## src/tsm_defines.svh

```systemverilog
`ifndef TSM_DEFINES_SVH
`define TSM_DEFINES_SVH

// register byte offsets
`define TSM_OFF_CTRL    8'h00
`define TSM_OFF_MODE    8'h08
`define TSM_OFF_ENA     8'h0C
`define TSM_OFF_SR      8'h10

// reset values
`define TSM_RST_RUN     1'b0
`define TSM_RST_MODE    3'h0
`define TSM_RST_ENA     15'h0000
`define TSM_RST_SR      8'h00

// field positions
`define TSM_RUN_BIT     0
`define TSM_MODE_LSB    0
`define TSM_SRC_LSB     4
`define TSM_DE_LSB      8
`define TSM_ENA_W       15
`define TSM_SR_W        8

// bus answers
`define TSM_RESP_OKAY   2'h0
`define TSM_RESP_SLVERR 2'h2

// timing: synchroniser depth on pin inputs
`define TSM_SYNC_STAGES 2

`endif

```

## src/tsm_pkg.sv

```systemverilog
package tsm_pkg;

    typedef enum logic [2:0] {
        TSM_SM_DIS   = 3'b000,
        TSM_SM_QD0   = 3'b001,
        TSM_SM_QD1   = 3'b010,
        TSM_SM_QD2   = 3'b011,
        TSM_SM_RST   = 3'b100,
        TSM_SM_PAUSE = 3'b101,
        TSM_SM_EVENT = 3'b110,
        TSM_SM_EXT1  = 3'b111
    } tsm_mode_t;

    typedef enum logic [2:0] {
        TSM_SRC_IT0 = 3'b000,
        TSM_SRC_IT1 = 3'b001,
        TSM_SRC_IT2 = 3'b010,
        TSM_SRC_IT3 = 3'b011,
        TSM_SRC_ED  = 3'b100,
        TSM_SRC_CH1 = 3'b101,
        TSM_SRC_CH2 = 3'b110,
        TSM_SRC_ETR = 3'b111
    } tsm_src_t;

    // pin-side trigger inputs, all asynchronous
    typedef struct packed {
        logic [3:0] internal_trigger;
        logic       ch1_filtered_input;
        logic       ch2_filtered_input;
        logic       ext_trigger_filtered;
    } tsm_pin_t;

    // event pulses from the counter core, same clock
    typedef struct packed {
        logic       brk;
        logic       com;
        logic [2:0] cc_hi;
        logic       cc1_out;
        logic       cc1_cap;
        logic       cc1_cmp;
        logic       upd;
    } tsm_evt_t;

    // commands to the counter core
    typedef struct packed {
        logic tick;
        logic down;
        logic reinit;
        logic run;
    } tsm_cnt_t;

endpackage : tsm_pkg

```

## src/tsm_slave_ctrl.sv

```systemverilog
`timescale 1ns/1ps
`include "tsm_defines.svh"

module tsm_slave_ctrl
    import tsm_pkg::*;
(
    input  logic        CORE_CLK,
    input  logic        RST,
    input  tsm_pin_t    PINS,
    input  tsm_evt_t    EVT,
    output tsm_cnt_t    CNT,
    output logic        IRQ,
    output logic [6:0]  DMA_REQ,
    input  logic [7:0]  S_AXI_AWADDR,
    input  logic        S_AXI_AWVALID,
    output logic        S_AXI_AWREADY,
    input  logic [31:0] S_AXI_WDATA,
    input  logic [3:0]  S_AXI_WSTRB,
    input  logic        S_AXI_WVALID,
    output logic        S_AXI_WREADY,
    output logic [1:0]  S_AXI_BRESP,
    output logic        S_AXI_BVALID,
    input  logic        S_AXI_BREADY,
    input  logic [7:0]  S_AXI_ARADDR,
    input  logic        S_AXI_ARVALID,
    output logic        S_AXI_ARREADY,
    output logic [31:0] S_AXI_RDATA,
    output logic [1:0]  S_AXI_RRESP,
    output logic        S_AXI_RVALID,
    input  logic        S_AXI_RREADY
);

    // ****************************************************
    // declarations
    // ****************************************************
    logic [6:0]  sync1_q;
    logic [6:0]  sync2_q;
    tsm_pin_t    pin_s;
    logic        c1p_q;
    logic        c2p_q;
    logic        trp_q;
    logic        e1;
    logic        e2;
    logic        trig_lvl;
    logic        trig_rise;
    logic        trig_fall;
    logic        trig_evt;
    logic        start_evt;
    logic        tick_d;
    logic        down_d;
    logic        reinit_d;
    logic        cc1_evt;
    logic [6:0]  ev_vec;
    logic [7:0]  flag_set;
    logic [7:0]  sr_clr;
    tsm_cnt_t    cnt_q;
    logic        irq_q;
    logic [6:0]  dma_q;
    logic        run_q;
    tsm_mode_t   mode_q;
    tsm_src_t    src_q;
    logic [14:0] ena_q;
    logic [7:0]  sr_q;
    logic        awready_q;
    logic        wready_q;
    logic        bvalid_q;
    logic [1:0]  bresp_q;
    logic [7:0]  awaddr_q;
    logic [31:0] wdata_q;
    logic [3:0]  wstrb_q;
    logic        arready_q;
    logic        rvalid_q;
    logic [31:0] rdata_q;
    logic [1:0]  rresp_q;
    logic        wfire;
    logic [3:0]  wsel;
    logic [3:0]  rsel;
    logic [31:0] ctrl_rd;
    logic [31:0] mcfg_rd;
    logic [31:0] ena_rd;
    logic [31:0] sr_rd;
    logic [31:0] ctrl_wm;
    logic [31:0] mcfg_wm;
    logic [31:0] ena_wm;
    logic [31:0] sr_wm;

    // ****************************************************
    // functions
    // ****************************************************
    // one-hot select: ctrl, smcr, dier, sr
    function automatic logic [3:0] reg_sel(input logic [7:0] addr);
        case ({addr[7:2], 2'b00})
            `TSM_OFF_CTRL: reg_sel = 4'h1;
            `TSM_OFF_MODE: reg_sel = 4'h2;
            `TSM_OFF_ENA:  reg_sel = 4'h4;
            `TSM_OFF_SR:   reg_sel = 4'h8;
            default:       reg_sel = 4'h0;
        endcase
    endfunction : reg_sel

    function automatic logic [31:0] wmerge(input logic [31:0] old,
                                           input logic [31:0] data,
                                           input logic [3:0]  strb);
        wmerge = old;
        for (int b = 0; b < 4; b++) begin
            if (strb[b]) begin
                wmerge[8*b +: 8] = data[8*b +: 8];
            end
        end
    endfunction : wmerge

    // ****************************************************
    // pin synchronisers
    // ****************************************************
    genvar gi;
    generate
        for (gi = 0; gi < 7; gi++) begin : g_sync
            always_ff @(posedge CORE_CLK or posedge RST) begin
                if (RST) begin
                    sync1_q[gi] <= 1'b0;
                    sync2_q[gi] <= 1'b0;
                end else begin
                    sync1_q[gi] <= PINS[gi];
                    sync2_q[gi] <= sync1_q[gi];
                end
            end
        end
    endgenerate

    assign pin_s = tsm_pin_t'(sync2_q);

    always_ff @(posedge CORE_CLK or posedge RST) begin
        if (RST) begin
            c1p_q <= 1'b0;
            c2p_q <= 1'b0;
            trp_q <= 1'b0;
        end else begin
            c1p_q <= pin_s.ch1_filtered_input;
            c2p_q <= pin_s.ch2_filtered_input;
            trp_q <= trig_lvl;
        end
    end

    assign e1 = pin_s.ch1_filtered_input ^ c1p_q;
    assign e2 = pin_s.ch2_filtered_input ^ c2p_q;

    // ****************************************************
    // trigger selection
    // ****************************************************
    // a mid-mode select change can fake an edge; software avoids it
    always_comb begin
        case (src_q)
            TSM_SRC_IT0: trig_lvl = pin_s.internal_trigger[0];
            TSM_SRC_IT1: trig_lvl = pin_s.internal_trigger[1];
            TSM_SRC_IT2: trig_lvl = pin_s.internal_trigger[2];
            TSM_SRC_IT3: trig_lvl = pin_s.internal_trigger[3];
            TSM_SRC_ED:  trig_lvl = e1;
            TSM_SRC_CH1: trig_lvl = pin_s.ch1_filtered_input;
            TSM_SRC_CH2: trig_lvl = pin_s.ch2_filtered_input;
            TSM_SRC_ETR: trig_lvl = pin_s.ext_trigger_filtered;
            default:     trig_lvl = 1'b0;
        endcase
    end

    assign trig_rise = trig_lvl & ~trp_q;
    assign trig_fall = ~trig_lvl & trp_q;

    // ****************************************************
    // slave mode controller
    // ****************************************************
    // encoder direction: up when ch1 leads ch2, whichever line moves
    always_comb begin
        tick_d    = 1'b0;
        down_d    = cnt_q.down;
        reinit_d  = 1'b0;
        trig_evt  = trig_rise;
        start_evt = 1'b0;
        case (mode_q)
            TSM_SM_DIS: begin
                tick_d   = run_q;
                trig_evt = 1'b0;
            end
            TSM_SM_QD0: begin
                tick_d = run_q & e2;
                if (e2) begin
                    down_d = pin_s.ch2_filtered_input ^ pin_s.ch1_filtered_input;
                end
            end
            TSM_SM_QD1: begin
                tick_d = run_q & e1;
                if (e1) begin
                    down_d = ~(pin_s.ch1_filtered_input ^ pin_s.ch2_filtered_input);
                end
            end
            TSM_SM_QD2: begin
                tick_d = run_q & (e1 | e2);
                if (e1) begin
                    down_d = ~(pin_s.ch1_filtered_input ^ pin_s.ch2_filtered_input);
                end else if (e2) begin
                    down_d = pin_s.ch2_filtered_input ^ pin_s.ch1_filtered_input;
                end
            end
            TSM_SM_RST: begin
                tick_d   = run_q;
                reinit_d = trig_rise;
            end
            TSM_SM_PAUSE: begin
                tick_d   = run_q & trig_lvl;
                trig_evt = trig_rise | trig_fall;
            end
            TSM_SM_EVENT: begin
                tick_d    = run_q;
                start_evt = trig_rise;
            end
            TSM_SM_EXT1: begin
                tick_d = run_q & trig_rise;
            end
            default: begin
                tick_d = 1'b0;
            end
        endcase
    end

    always_ff @(posedge CORE_CLK or posedge RST) begin
        if (RST) begin
            cnt_q <= '0;
        end else begin
            cnt_q.tick   <= tick_d;
            cnt_q.down   <= down_d;
            cnt_q.reinit <= reinit_d;
            cnt_q.run    <= run_q;
        end
    end

    // ****************************************************
    // events, flags, requests
    // ****************************************************
    assign cc1_evt  = EVT.cc1_out ? EVT.cc1_cmp : EVT.cc1_cap;
    assign ev_vec   = {trig_evt, EVT.com, EVT.cc_hi, cc1_evt, EVT.upd};
    assign flag_set = {EVT.brk, ev_vec};
    assign sr_clr   = (wfire && wsel[3]) ? ~sr_wm[7:0] : 8'h00;

    // set wins over a same-cycle software clear
    always_ff @(posedge CORE_CLK or posedge RST) begin
        if (RST) begin
            sr_q <= `TSM_RST_SR;
        end else begin
            sr_q <= (sr_q & ~sr_clr) | flag_set;
        end
    end

    always_ff @(posedge CORE_CLK or posedge RST) begin
        if (RST) begin
            irq_q <= 1'b0;
            dma_q <= 7'h00;
        end else begin
            irq_q <= |(sr_q & ena_q[7:0]);
            dma_q <= ev_vec & ena_q[14:8];
        end
    end

    // ****************************************************
    // software registers
    // ****************************************************
    assign ctrl_rd = {31'h0, run_q};
    assign mcfg_rd = {25'h0, src_q, 1'b0, mode_q};
    assign ena_rd  = {17'h0, ena_q};
    assign sr_rd   = {24'h0, sr_q};
    assign ctrl_wm = wmerge(ctrl_rd, wdata_q, wstrb_q);
    assign mcfg_wm = wmerge(mcfg_rd, wdata_q, wstrb_q);
    assign ena_wm  = wmerge(ena_rd, wdata_q, wstrb_q);
    assign sr_wm   = wmerge(32'hFFFF_FFFF, wdata_q, wstrb_q);
    assign wsel    = reg_sel(awaddr_q);
    assign rsel    = reg_sel(S_AXI_ARADDR);

    // run bit: the event-mode start wins over a same-cycle write
    always_ff @(posedge CORE_CLK or posedge RST) begin
        if (RST) begin
            run_q <= `TSM_RST_RUN;
        end else begin
            if (wfire && wsel[0]) begin
                run_q <= ctrl_wm[`TSM_RUN_BIT];
            end
            if (start_evt) begin
                run_q <= 1'b1;
            end
        end
    end

    always_ff @(posedge CORE_CLK or posedge RST) begin
        if (RST) begin
            mode_q <= tsm_mode_t'(`TSM_RST_MODE);
            src_q  <= tsm_src_t'(`TSM_RST_MODE);
        end else if (wfire && wsel[1]) begin
            mode_q <= tsm_mode_t'(mcfg_wm[`TSM_MODE_LSB +: 3]);
            src_q  <= tsm_src_t'(mcfg_wm[`TSM_SRC_LSB +: 3]);
        end
    end

    always_ff @(posedge CORE_CLK or posedge RST) begin
        if (RST) begin
            ena_q <= `TSM_RST_ENA;
        end else if (wfire && wsel[2]) begin
            ena_q <= ena_wm[`TSM_ENA_W-1:0];
        end
    end

    // ****************************************************
    // axi4-lite write channel
    // ****************************************************
    assign wfire = !awready_q && !wready_q && !bvalid_q;

    always_ff @(posedge CORE_CLK or posedge RST) begin
        if (RST) begin
            awready_q <= 1'b1;
            awaddr_q  <= 8'h00;
        end else if (S_AXI_AWVALID && awready_q) begin
            awready_q <= 1'b0;
            awaddr_q  <= S_AXI_AWADDR;
        end else if (S_AXI_BREADY && bvalid_q) begin
            awready_q <= 1'b1;
        end
    end

    always_ff @(posedge CORE_CLK or posedge RST) begin
        if (RST) begin
            wready_q <= 1'b1;
            wdata_q  <= 32'h0000_0000;
            wstrb_q  <= 4'h0;
        end else if (S_AXI_WVALID && wready_q) begin
            wready_q <= 1'b0;
            wdata_q  <= S_AXI_WDATA;
            wstrb_q  <= S_AXI_WSTRB;
        end else if (S_AXI_BREADY && bvalid_q) begin
            wready_q <= 1'b1;
        end
    end

    always_ff @(posedge CORE_CLK or posedge RST) begin
        if (RST) begin
            bvalid_q <= 1'b0;
            bresp_q  <= `TSM_RESP_OKAY;
        end else if (wfire) begin
            bvalid_q <= 1'b1;
            bresp_q  <= (|wsel) ? `TSM_RESP_OKAY : `TSM_RESP_SLVERR;
        end else if (S_AXI_BREADY) begin
            bvalid_q <= 1'b0;
        end
    end

    // ****************************************************
    // axi4-lite read channel
    // ****************************************************
    always_ff @(posedge CORE_CLK or posedge RST) begin
        if (RST) begin
            arready_q <= 1'b1;
            rvalid_q  <= 1'b0;
            rdata_q   <= 32'h0000_0000;
            rresp_q   <= `TSM_RESP_OKAY;
        end else if (S_AXI_ARVALID && arready_q) begin
            arready_q <= 1'b0;
            rvalid_q  <= 1'b1;
            rdata_q   <= ({32{rsel[0]}} & ctrl_rd) | ({32{rsel[1]}} & mcfg_rd)
                       | ({32{rsel[2]}} & ena_rd) | ({32{rsel[3]}} & sr_rd);
            rresp_q   <= (|rsel) ? `TSM_RESP_OKAY : `TSM_RESP_SLVERR;
        end else if (S_AXI_RREADY && rvalid_q) begin
            arready_q <= 1'b1;
            rvalid_q  <= 1'b0;
        end
    end

    // ****************************************************
    // outputs
    // ****************************************************
    assign CNT           = cnt_q;
    assign IRQ           = irq_q;
    assign DMA_REQ       = dma_q;
    assign S_AXI_AWREADY = awready_q;
    assign S_AXI_WREADY  = wready_q;
    assign S_AXI_BVALID  = bvalid_q;
    assign S_AXI_BRESP   = bresp_q;
    assign S_AXI_ARREADY = arready_q;
    assign S_AXI_RVALID  = rvalid_q;
    assign S_AXI_RDATA   = rdata_q;
    assign S_AXI_RRESP   = rresp_q;

endmodule : tsm_slave_ctrl

```

## config.mk

```make
export PLATFORM = sky130hd
export DESIGN_NAME = tsm_slave_ctrl
export DESIGN_NICKNAME = d
export VERILOG_FILES = /design/src/tsm_pkg.sv /design/src/tsm_slave_ctrl.sv
export VERILOG_INCLUDE_DIRS = /design/src
export SDC_FILE = /design/constraint.sdc
export NUM_CORES = 1
export LEC_CHECK = 0
export BUFFER_PORTS_ARGS = -buffer_cell sky130_fd_sc_hd__buf_2
export CORE_MARGIN = 2
export CORE_UTILIZATION = 35
export CTS_BUF_LIST = sky130_fd_sc_hd__clkbuf_2 sky130_fd_sc_hd__clkbuf_4 sky130_fd_sc_hd__clkbuf_8
export DETAILED_ROUTE_END_ITERATION = 10
export GPL_ROUTABILITY_DRIVEN = 1
export SETUP_SLACK_MARGIN = 0.15
export SKIP_CTS_REPAIR_TIMING = 1
export SLEW_MARGIN = 30
export SYNTH_ARGS = -nofsm -noshare
export SYNTH_HDL_FRONTEND = slang
export SYNTH_SLANG_ARGS = --single-unit
```

## constraint.sdc

```tcl
create_clock -name CORE_CLK -period 3.75 [get_ports CORE_CLK]
set_clock_uncertainty 0.2 [all_clocks]
set_input_delay 0.1875 -clock CORE_CLK [delete_from_list [all_inputs] [get_ports CORE_CLK]]
set_output_delay 0.1875 -clock CORE_CLK [all_outputs]
set_load 0.1 [all_outputs]
```

After elaboration in Yosys (flattened, before gate mapping)
Cells that the tools add are included.
{"block": "word_totals", "reg_bits": 125, "output_inout_bits": 53}
{"block": "classes", "eq_ne": 21, "muxes": 28, "n_bitwise": 28, "n_reduce_logical": 34}
{"operator": "bitwise OR 32 bit", "count": 3}
{"operator": "bitwise AND 32 x 1 -> 32 bit", "count": 1}
{"operator": "bitwise AND 32 x 15 -> 32 bit", "count": 1}
{"operator": "bitwise AND 32 x 7 -> 32 bit", "count": 1}
{"operator": "bitwise AND 32 x 8 -> 32 bit", "count": 1}
{"operator": "one-hot mux 4 bit (4 select lines)", "count": 2}
{"operator": "equality test 3 bit, second input constant", "count": 8}
{"operator": "equality test 6 x 2 -> 1 bit, second input constant", "count": 4}
{"operator": "2-to-1 mux 1 bit", "count": 18}
{"operator": "bitwise AND 8 bit", "count": 2}
{"operator": "2-to-1 mux 8 bit", "count": 2}
{"operator": "NOT 8 bit", "count": 2}
{"operator": "equality test 3 x 2 -> 1 bit, second input constant", "count": 4}
{"operator": "equality test 6 x 3 -> 1 bit, second input constant", "count": 2}
{"operator": "logical NOT 6 bit", "count": 2}
{"operator": "nonzero test 2 bit", "count": 6}
{"operator": "logical AND 1 bit", "count": 11}
{"operator": "AND reduction 2 bit", "count": 5}
{"operator": "bitwise OR 8 bit", "count": 1}
{"operator": "one-hot mux 1 bit (8 select lines)", "count": 1}
{"operator": "OR reduction 4 bit", "count": 2}
{"operator": "OR reduction 8 bit", "count": 1}
{"operator": "bitwise AND 1 bit", "count": 7}
{"operator": "bitwise AND 7 bit", "count": 1}
{"operator": "other kinds (13)", "count": 23}

Depth between registers and ports, before layout
{"block": "logic_depth", "ltp_word": 8, "mapped_depth": 10, "ltp_nobuf": 9}

Worst setup path after synthesis
OpenSTA, ideal clock, no wires.
{"block": "synth_timing", "kind": "register to register", "startpoint": "reg bvalid_q (netlist: S_AXI_BVALID)", "endpoint": "reg mode_q[0]", "setup_ns": 0.125, "t_arrival_ns": 2.194, "required_ns": 3.425, "slack_ns": 1.231, "path_stages_with_launch": 6, "path_buffers": 1, "period_less_slack_ns": 2.519, "path_cell_list": "dfrtp_1 or3_4 nor3_4 and4b_1 buf_2 mux2_2"}
{"block": "synth_between", "elab_chain_cells": 4}
{"element": "start, declared", "line_no": "tsm_slave_ctrl.sv:66", "rtl": "logic bvalid_q;"}
{"element": "start signal, assigned", "line_no": "tsm_slave_ctrl.sv:341", "rtl": "bvalid_q <= 1'b0;"}
{"element": "start signal, assigned", "line_no": "tsm_slave_ctrl.sv:344", "rtl": "bvalid_q <= 1'b1;"}
{"element": "start signal, assigned", "line_no": "tsm_slave_ctrl.sv:347", "rtl": "bvalid_q <= 1'b0;"}
{"element": "logical NOT 1 bit", "line_no": "tsm_slave_ctrl.sv:311", "rtl": "assign wfire = !awready_q && !wready_q && !bvalid_q;"}
{"element": "logical AND 1 bit", "line_no": "tsm_slave_ctrl.sv:311"}
{"element": "logical AND 1 bit", "line_no": "tsm_slave_ctrl.sv:294", "rtl": "end else if (wfire && wsel[1]) begin"}
{"element": "AND reduction 2 bit (no line)"}
{"element": "end signal, assigned", "line_no": "tsm_slave_ctrl.sv:292", "rtl": "mode_q <= tsm_mode_t'(`TSM_RST_MODE);"}
{"element": "end signal, assigned", "line_no": "tsm_slave_ctrl.sv:295", "rtl": "mode_q <= tsm_mode_t'(mcfg_wm[`TSM_MODE_LSB +: 3]);"}
{"element": "end, declared", "line_no": "tsm_slave_ctrl.sv:60", "rtl": "tsm_mode_t mode_q;"}
No other way between the ends.
A chain may end at the register's enable or synchronous reset.

Final worst setup path
{"block": "layout_timing", "startpoint": "reg src_q[0]", "endpoint": "reg dma_q[6] (netlist: DMA_REQ[6])"}
{"block": "layout_between", "elab_chain_cells": 7}
{"element": "start, declared", "line_no": "tsm_slave_ctrl.sv:61", "rtl": "tsm_src_t src_q;"}
{"element": "start signal, assigned", "line_no": "tsm_slave_ctrl.sv:293", "rtl": "src_q <= tsm_src_t'(`TSM_RST_MODE);"}
{"element": "start signal, assigned", "line_no": "tsm_slave_ctrl.sv:296", "rtl": "src_q <= tsm_src_t'(mcfg_wm[`TSM_SRC_LSB +: 3]);"}
{"element": "equality test 3 bit, or another cell as far along", "line_no": "tsm_slave_ctrl.sv:152", "rtl": "case (src_q)"}
{"element": "one-hot mux 1 bit (8 select lines) (*)", "line_no": "tsm_slave_ctrl.sv:152"}
{"element": "named net trig_lvl", "line_no": "tsm_slave_ctrl.sv:44", "rtl": "logic trig_lvl;"}
{"element": "NOT 1 bit", "line_no": "tsm_slave_ctrl.sv:166", "rtl": "assign trig_fall = ~trig_lvl & trp_q;"}
{"element": "bitwise AND 1 bit", "line_no": "tsm_slave_ctrl.sv:166"}
{"element": "bitwise OR 1 bit", "line_no": "tsm_slave_ctrl.sv:209", "rtl": "trig_evt = trig_rise | trig_fall;"}
{"element": "one-hot mux 1 bit (2 select lines) (*)", "line_no": "tsm_slave_ctrl.sv:178", "rtl": "case (mode_q)"}
{"element": "bitwise AND 7 bit (*)", "line_no": "tsm_slave_ctrl.sv:258", "rtl": "dma_q <= ev_vec & ena_q[14:8];"}
{"element": "end signal, assigned", "line_no": "tsm_slave_ctrl.sv:258"}
{"element": "end, declared", "line_no": "tsm_slave_ctrl.sv:58", "rtl": "logic [6:0] dma_q;"}
Mark *: on every way through the listed nets, which the timed path passes. The rest lies on a longest branch.

==> out/metrics.yaml <==
synth_common_cells: "dfrtp_1, mux2_2, nand2_1, buf_4, nor2_1"
ys.warnings.count: 0
grt_setup_unrepaired: "no"
start_util: 0.361
core_sq_um: 12100
synth.most_common_cell: "dfrtp_1"
die-width_um: 116
antenna_cells: 0
vias: 3076
power.leakage_uw: 0.00263
fin_ws_ps: 1280
grt_max_degree: 86
fin_crit_ps: 2470
synthArstFlopShare: 1.00
syn_area_per_cell_sq_um: 12.4
cp_slowest_cell: "dfrtp_1"
grt_usage: 0.142
setup_viol_count_final: 0
critical_path.cell_chain: "mux2_2 -> o21ai_0 -> o21ai_0 -> ha_1 -> nor3b_1 -> o21ai_0 -> a21boi_0"
syn_inst: 353
clockPowerShare: 0.167
grt_remaining_overflow: 0
required_ps: 3830
drive_gt1_frac: 0.324
reg2reg_slack_ps: 1280
cap_violations: 0
cp_slowest_stage_delay_ps: 490
powerDensity_nw_per_um2: 768
drv_slew: 0
synth_edf_count: 0
startpoint_type: "flip-flop"
synth.distinct_cells: 56
status: "completed"
layout.nets: 556
p_sw_frac: 0.451
cp_max_fo: 6
intPower_uw: 2340
power_frac_seq: 0.425
clockRootBuffer: "clkbuf_8"
fin_setup_tns_ps: 0
cts.sinks: 104
io_pins: 128
grt_pass1_vias: 2828
firstDrtPassIters: 5
netlist.area_leader.share: 0.578
worst_pin_slew_ps: 820
ys_seq_area_frac: 0.596
postRouteAntennaNets: 0
p_sw_uw: 1920
antenna_found_initial: 0
clkTransAtPathRegs_ps: 100
crit_arrival_ps: 2560
cts_tree: "built"
vias_per_cell: 4.72
yosysTopAreaCell: "dfrtp_1"
hold_viol_final: 0
die_h_um: 116
gp_congestion: 0.748
first_iter_violations: 200
critical_path_class: "flip-flop to flip-flop"
worst_path_most_repeated_cell: "o21ai_0"
ys_seq_elements: 104
ir_worst_vdd_uv: 692
power_uw: 4260
port_buffers: 85
h-tree-depth: 3
syn_area_sq_um: 4370
grt_pass1_wl_mm: 14.4
fin_crit_sh: 0.659
dieArea_sq_um: 13400
area_delta_synth_final_pct: 26.7
max_slew_margin: 0.453
post_drt_wl_per_cell_um: 14.4
drt_wl_total_mm: 9.38
cts_buffers: 9
max_freq_ghz: 0.404
drc: 0
ys_top_cells_by_area: "dfrtp_1, mux2_2, buf_4, nand2_1, dfstp_2"
dp_slack_ps: 1380
ys.flop_type: "dfrtp_1"
dp_hpwl_mm: 6.36
rows: 40
insertion_delay_ps: 370
critical_path.endpoint_type: "flip-flop"
cts.path.max_buffers: 2
combinationalPowerShare: 0.408
hp-class: "input pin to flip-flop"
final cells by class:
class / count / area [sq um]
Clock inverter: 3 / 42.5
Multi-Input combinational cell: 222 / 1580
Clock buffer: 12 / 153
Sequential cell: 104 / 2610
Timing Repair Buffer: 133 / 903
Fill cell: 1181 / 6570
Inverter: 10 / 42.5
Tap cell: 168 / 210
layout by cell type (no fill, tap or decap), drive strengths merged, types with 10 or more instances in the layout:
cell / n
mux2: 46
nand2: 26
buf: 86
nor2: 15
conb: 19
dfrtp: 101
o21ai: 16
clkbuf: 12
dlygate4sd3: 47
inv: 10
critical path: cells and delay by family (launching register included):
family,cells,cell delay [ps]
compound gates,4,850
fa+ha+maj,1,310
flops,1,490
mux,1,360
simple gates,1,180
power groups by stage:
| stage | combinational (uW) | clock (uW) | sequential, uW |
|---|---|---|---|
| after CTS | 1700 | 737 | 1820 |
| after global routing | 1840 | 784 | 1880 |
| after global placement | 1660 | 0 | 1830 |
| final | 1740 | 711 | 1810 |
| after detailed placement | 1700 | 0 | 1840 |
| after floorplan | 717 | 0 | 2480 |
registers in the layout, indices dropped and copies added (netlist names), 2 cells and up:
register,cells
ena_q,15
src_q,3
wstrb_q,2
sync1_q,7
sr_q,8
CNT,4
awaddr_q,6
pin_s,7
mode_q,3
S_AXI_RDATA,15
DMA_REQ,7
wdata_q,15
metal layers:
layer / global-route usage / up-vias / wire length [um]
met3: 0.0403 / 13 / 579
met5: 0 / - / 0
met4: 0.0563 / 0 / 165
li1: - / 1452 / -
met2: 0.219 / 91 / 4510
met1: 0.189 / 1520 / 4130
cell families (layout without fill, tap and decap cells):
logic type                 Yosys count  in the layout  synth area share
xor gates and xnor gates             3              3           0.00601
buffers and inverters               45            158            0.0572
other                                1             19          0.000858
DFF                                104            104             0.596
and+or+nand+nor                     92             92             0.117
muxes                               52             52             0.132
AOI/OAI and AO/OA                   55             55            0.0881
adders and majority gates            1              1           0.00286
per-stage QoR:
stage / instance area [sq um] / cells / util / hold WS (ps)
after floorplan: 4440 / 371 / - / 18.9
after global placement: 4870 / 590 / 0.402 / 97.5
after detailed placement: 4880 / 590 / 0.403 / 97.8
after CTS: 5070 / 605 / 0.419 / -294
after global routing: 5540 / 652 / 0.458 / 13.4
final: 5540 / 652 / 0.458 / 7.59
path summary, 6_finish.rpt:
| path | startpoint | end | cells after the start |
|---|---|---|---|
| max in group asynchronous | RST | sync1_q[2]$_DFF_PP0_ | 4 |
| worst min register to register | sync1_q[1]$_DFF_PP0_ | pin_s[1]$_DFF_PP0_ | 0 |
| worst min-delay path | S_AXI_ARADDR[6] | S_AXI_RRESP[1]$_DFFE_PP0P_ | 4 |
| worst max register to register | src_q[0]$_DFFE_PP0P_ | DMA_REQ[6]$_DFF_PP0_ | 7 |
| worst max-delay path | src_q[0]$_DFFE_PP0P_ | DMA_REQ[6]$_DFF_PP0_ | 7 |
| min in group asynchronous | RST | wdata_q[10]$_DFFE_PP0P_ | 3 |
Note: power is estimated with default switching activity, not from simulation.
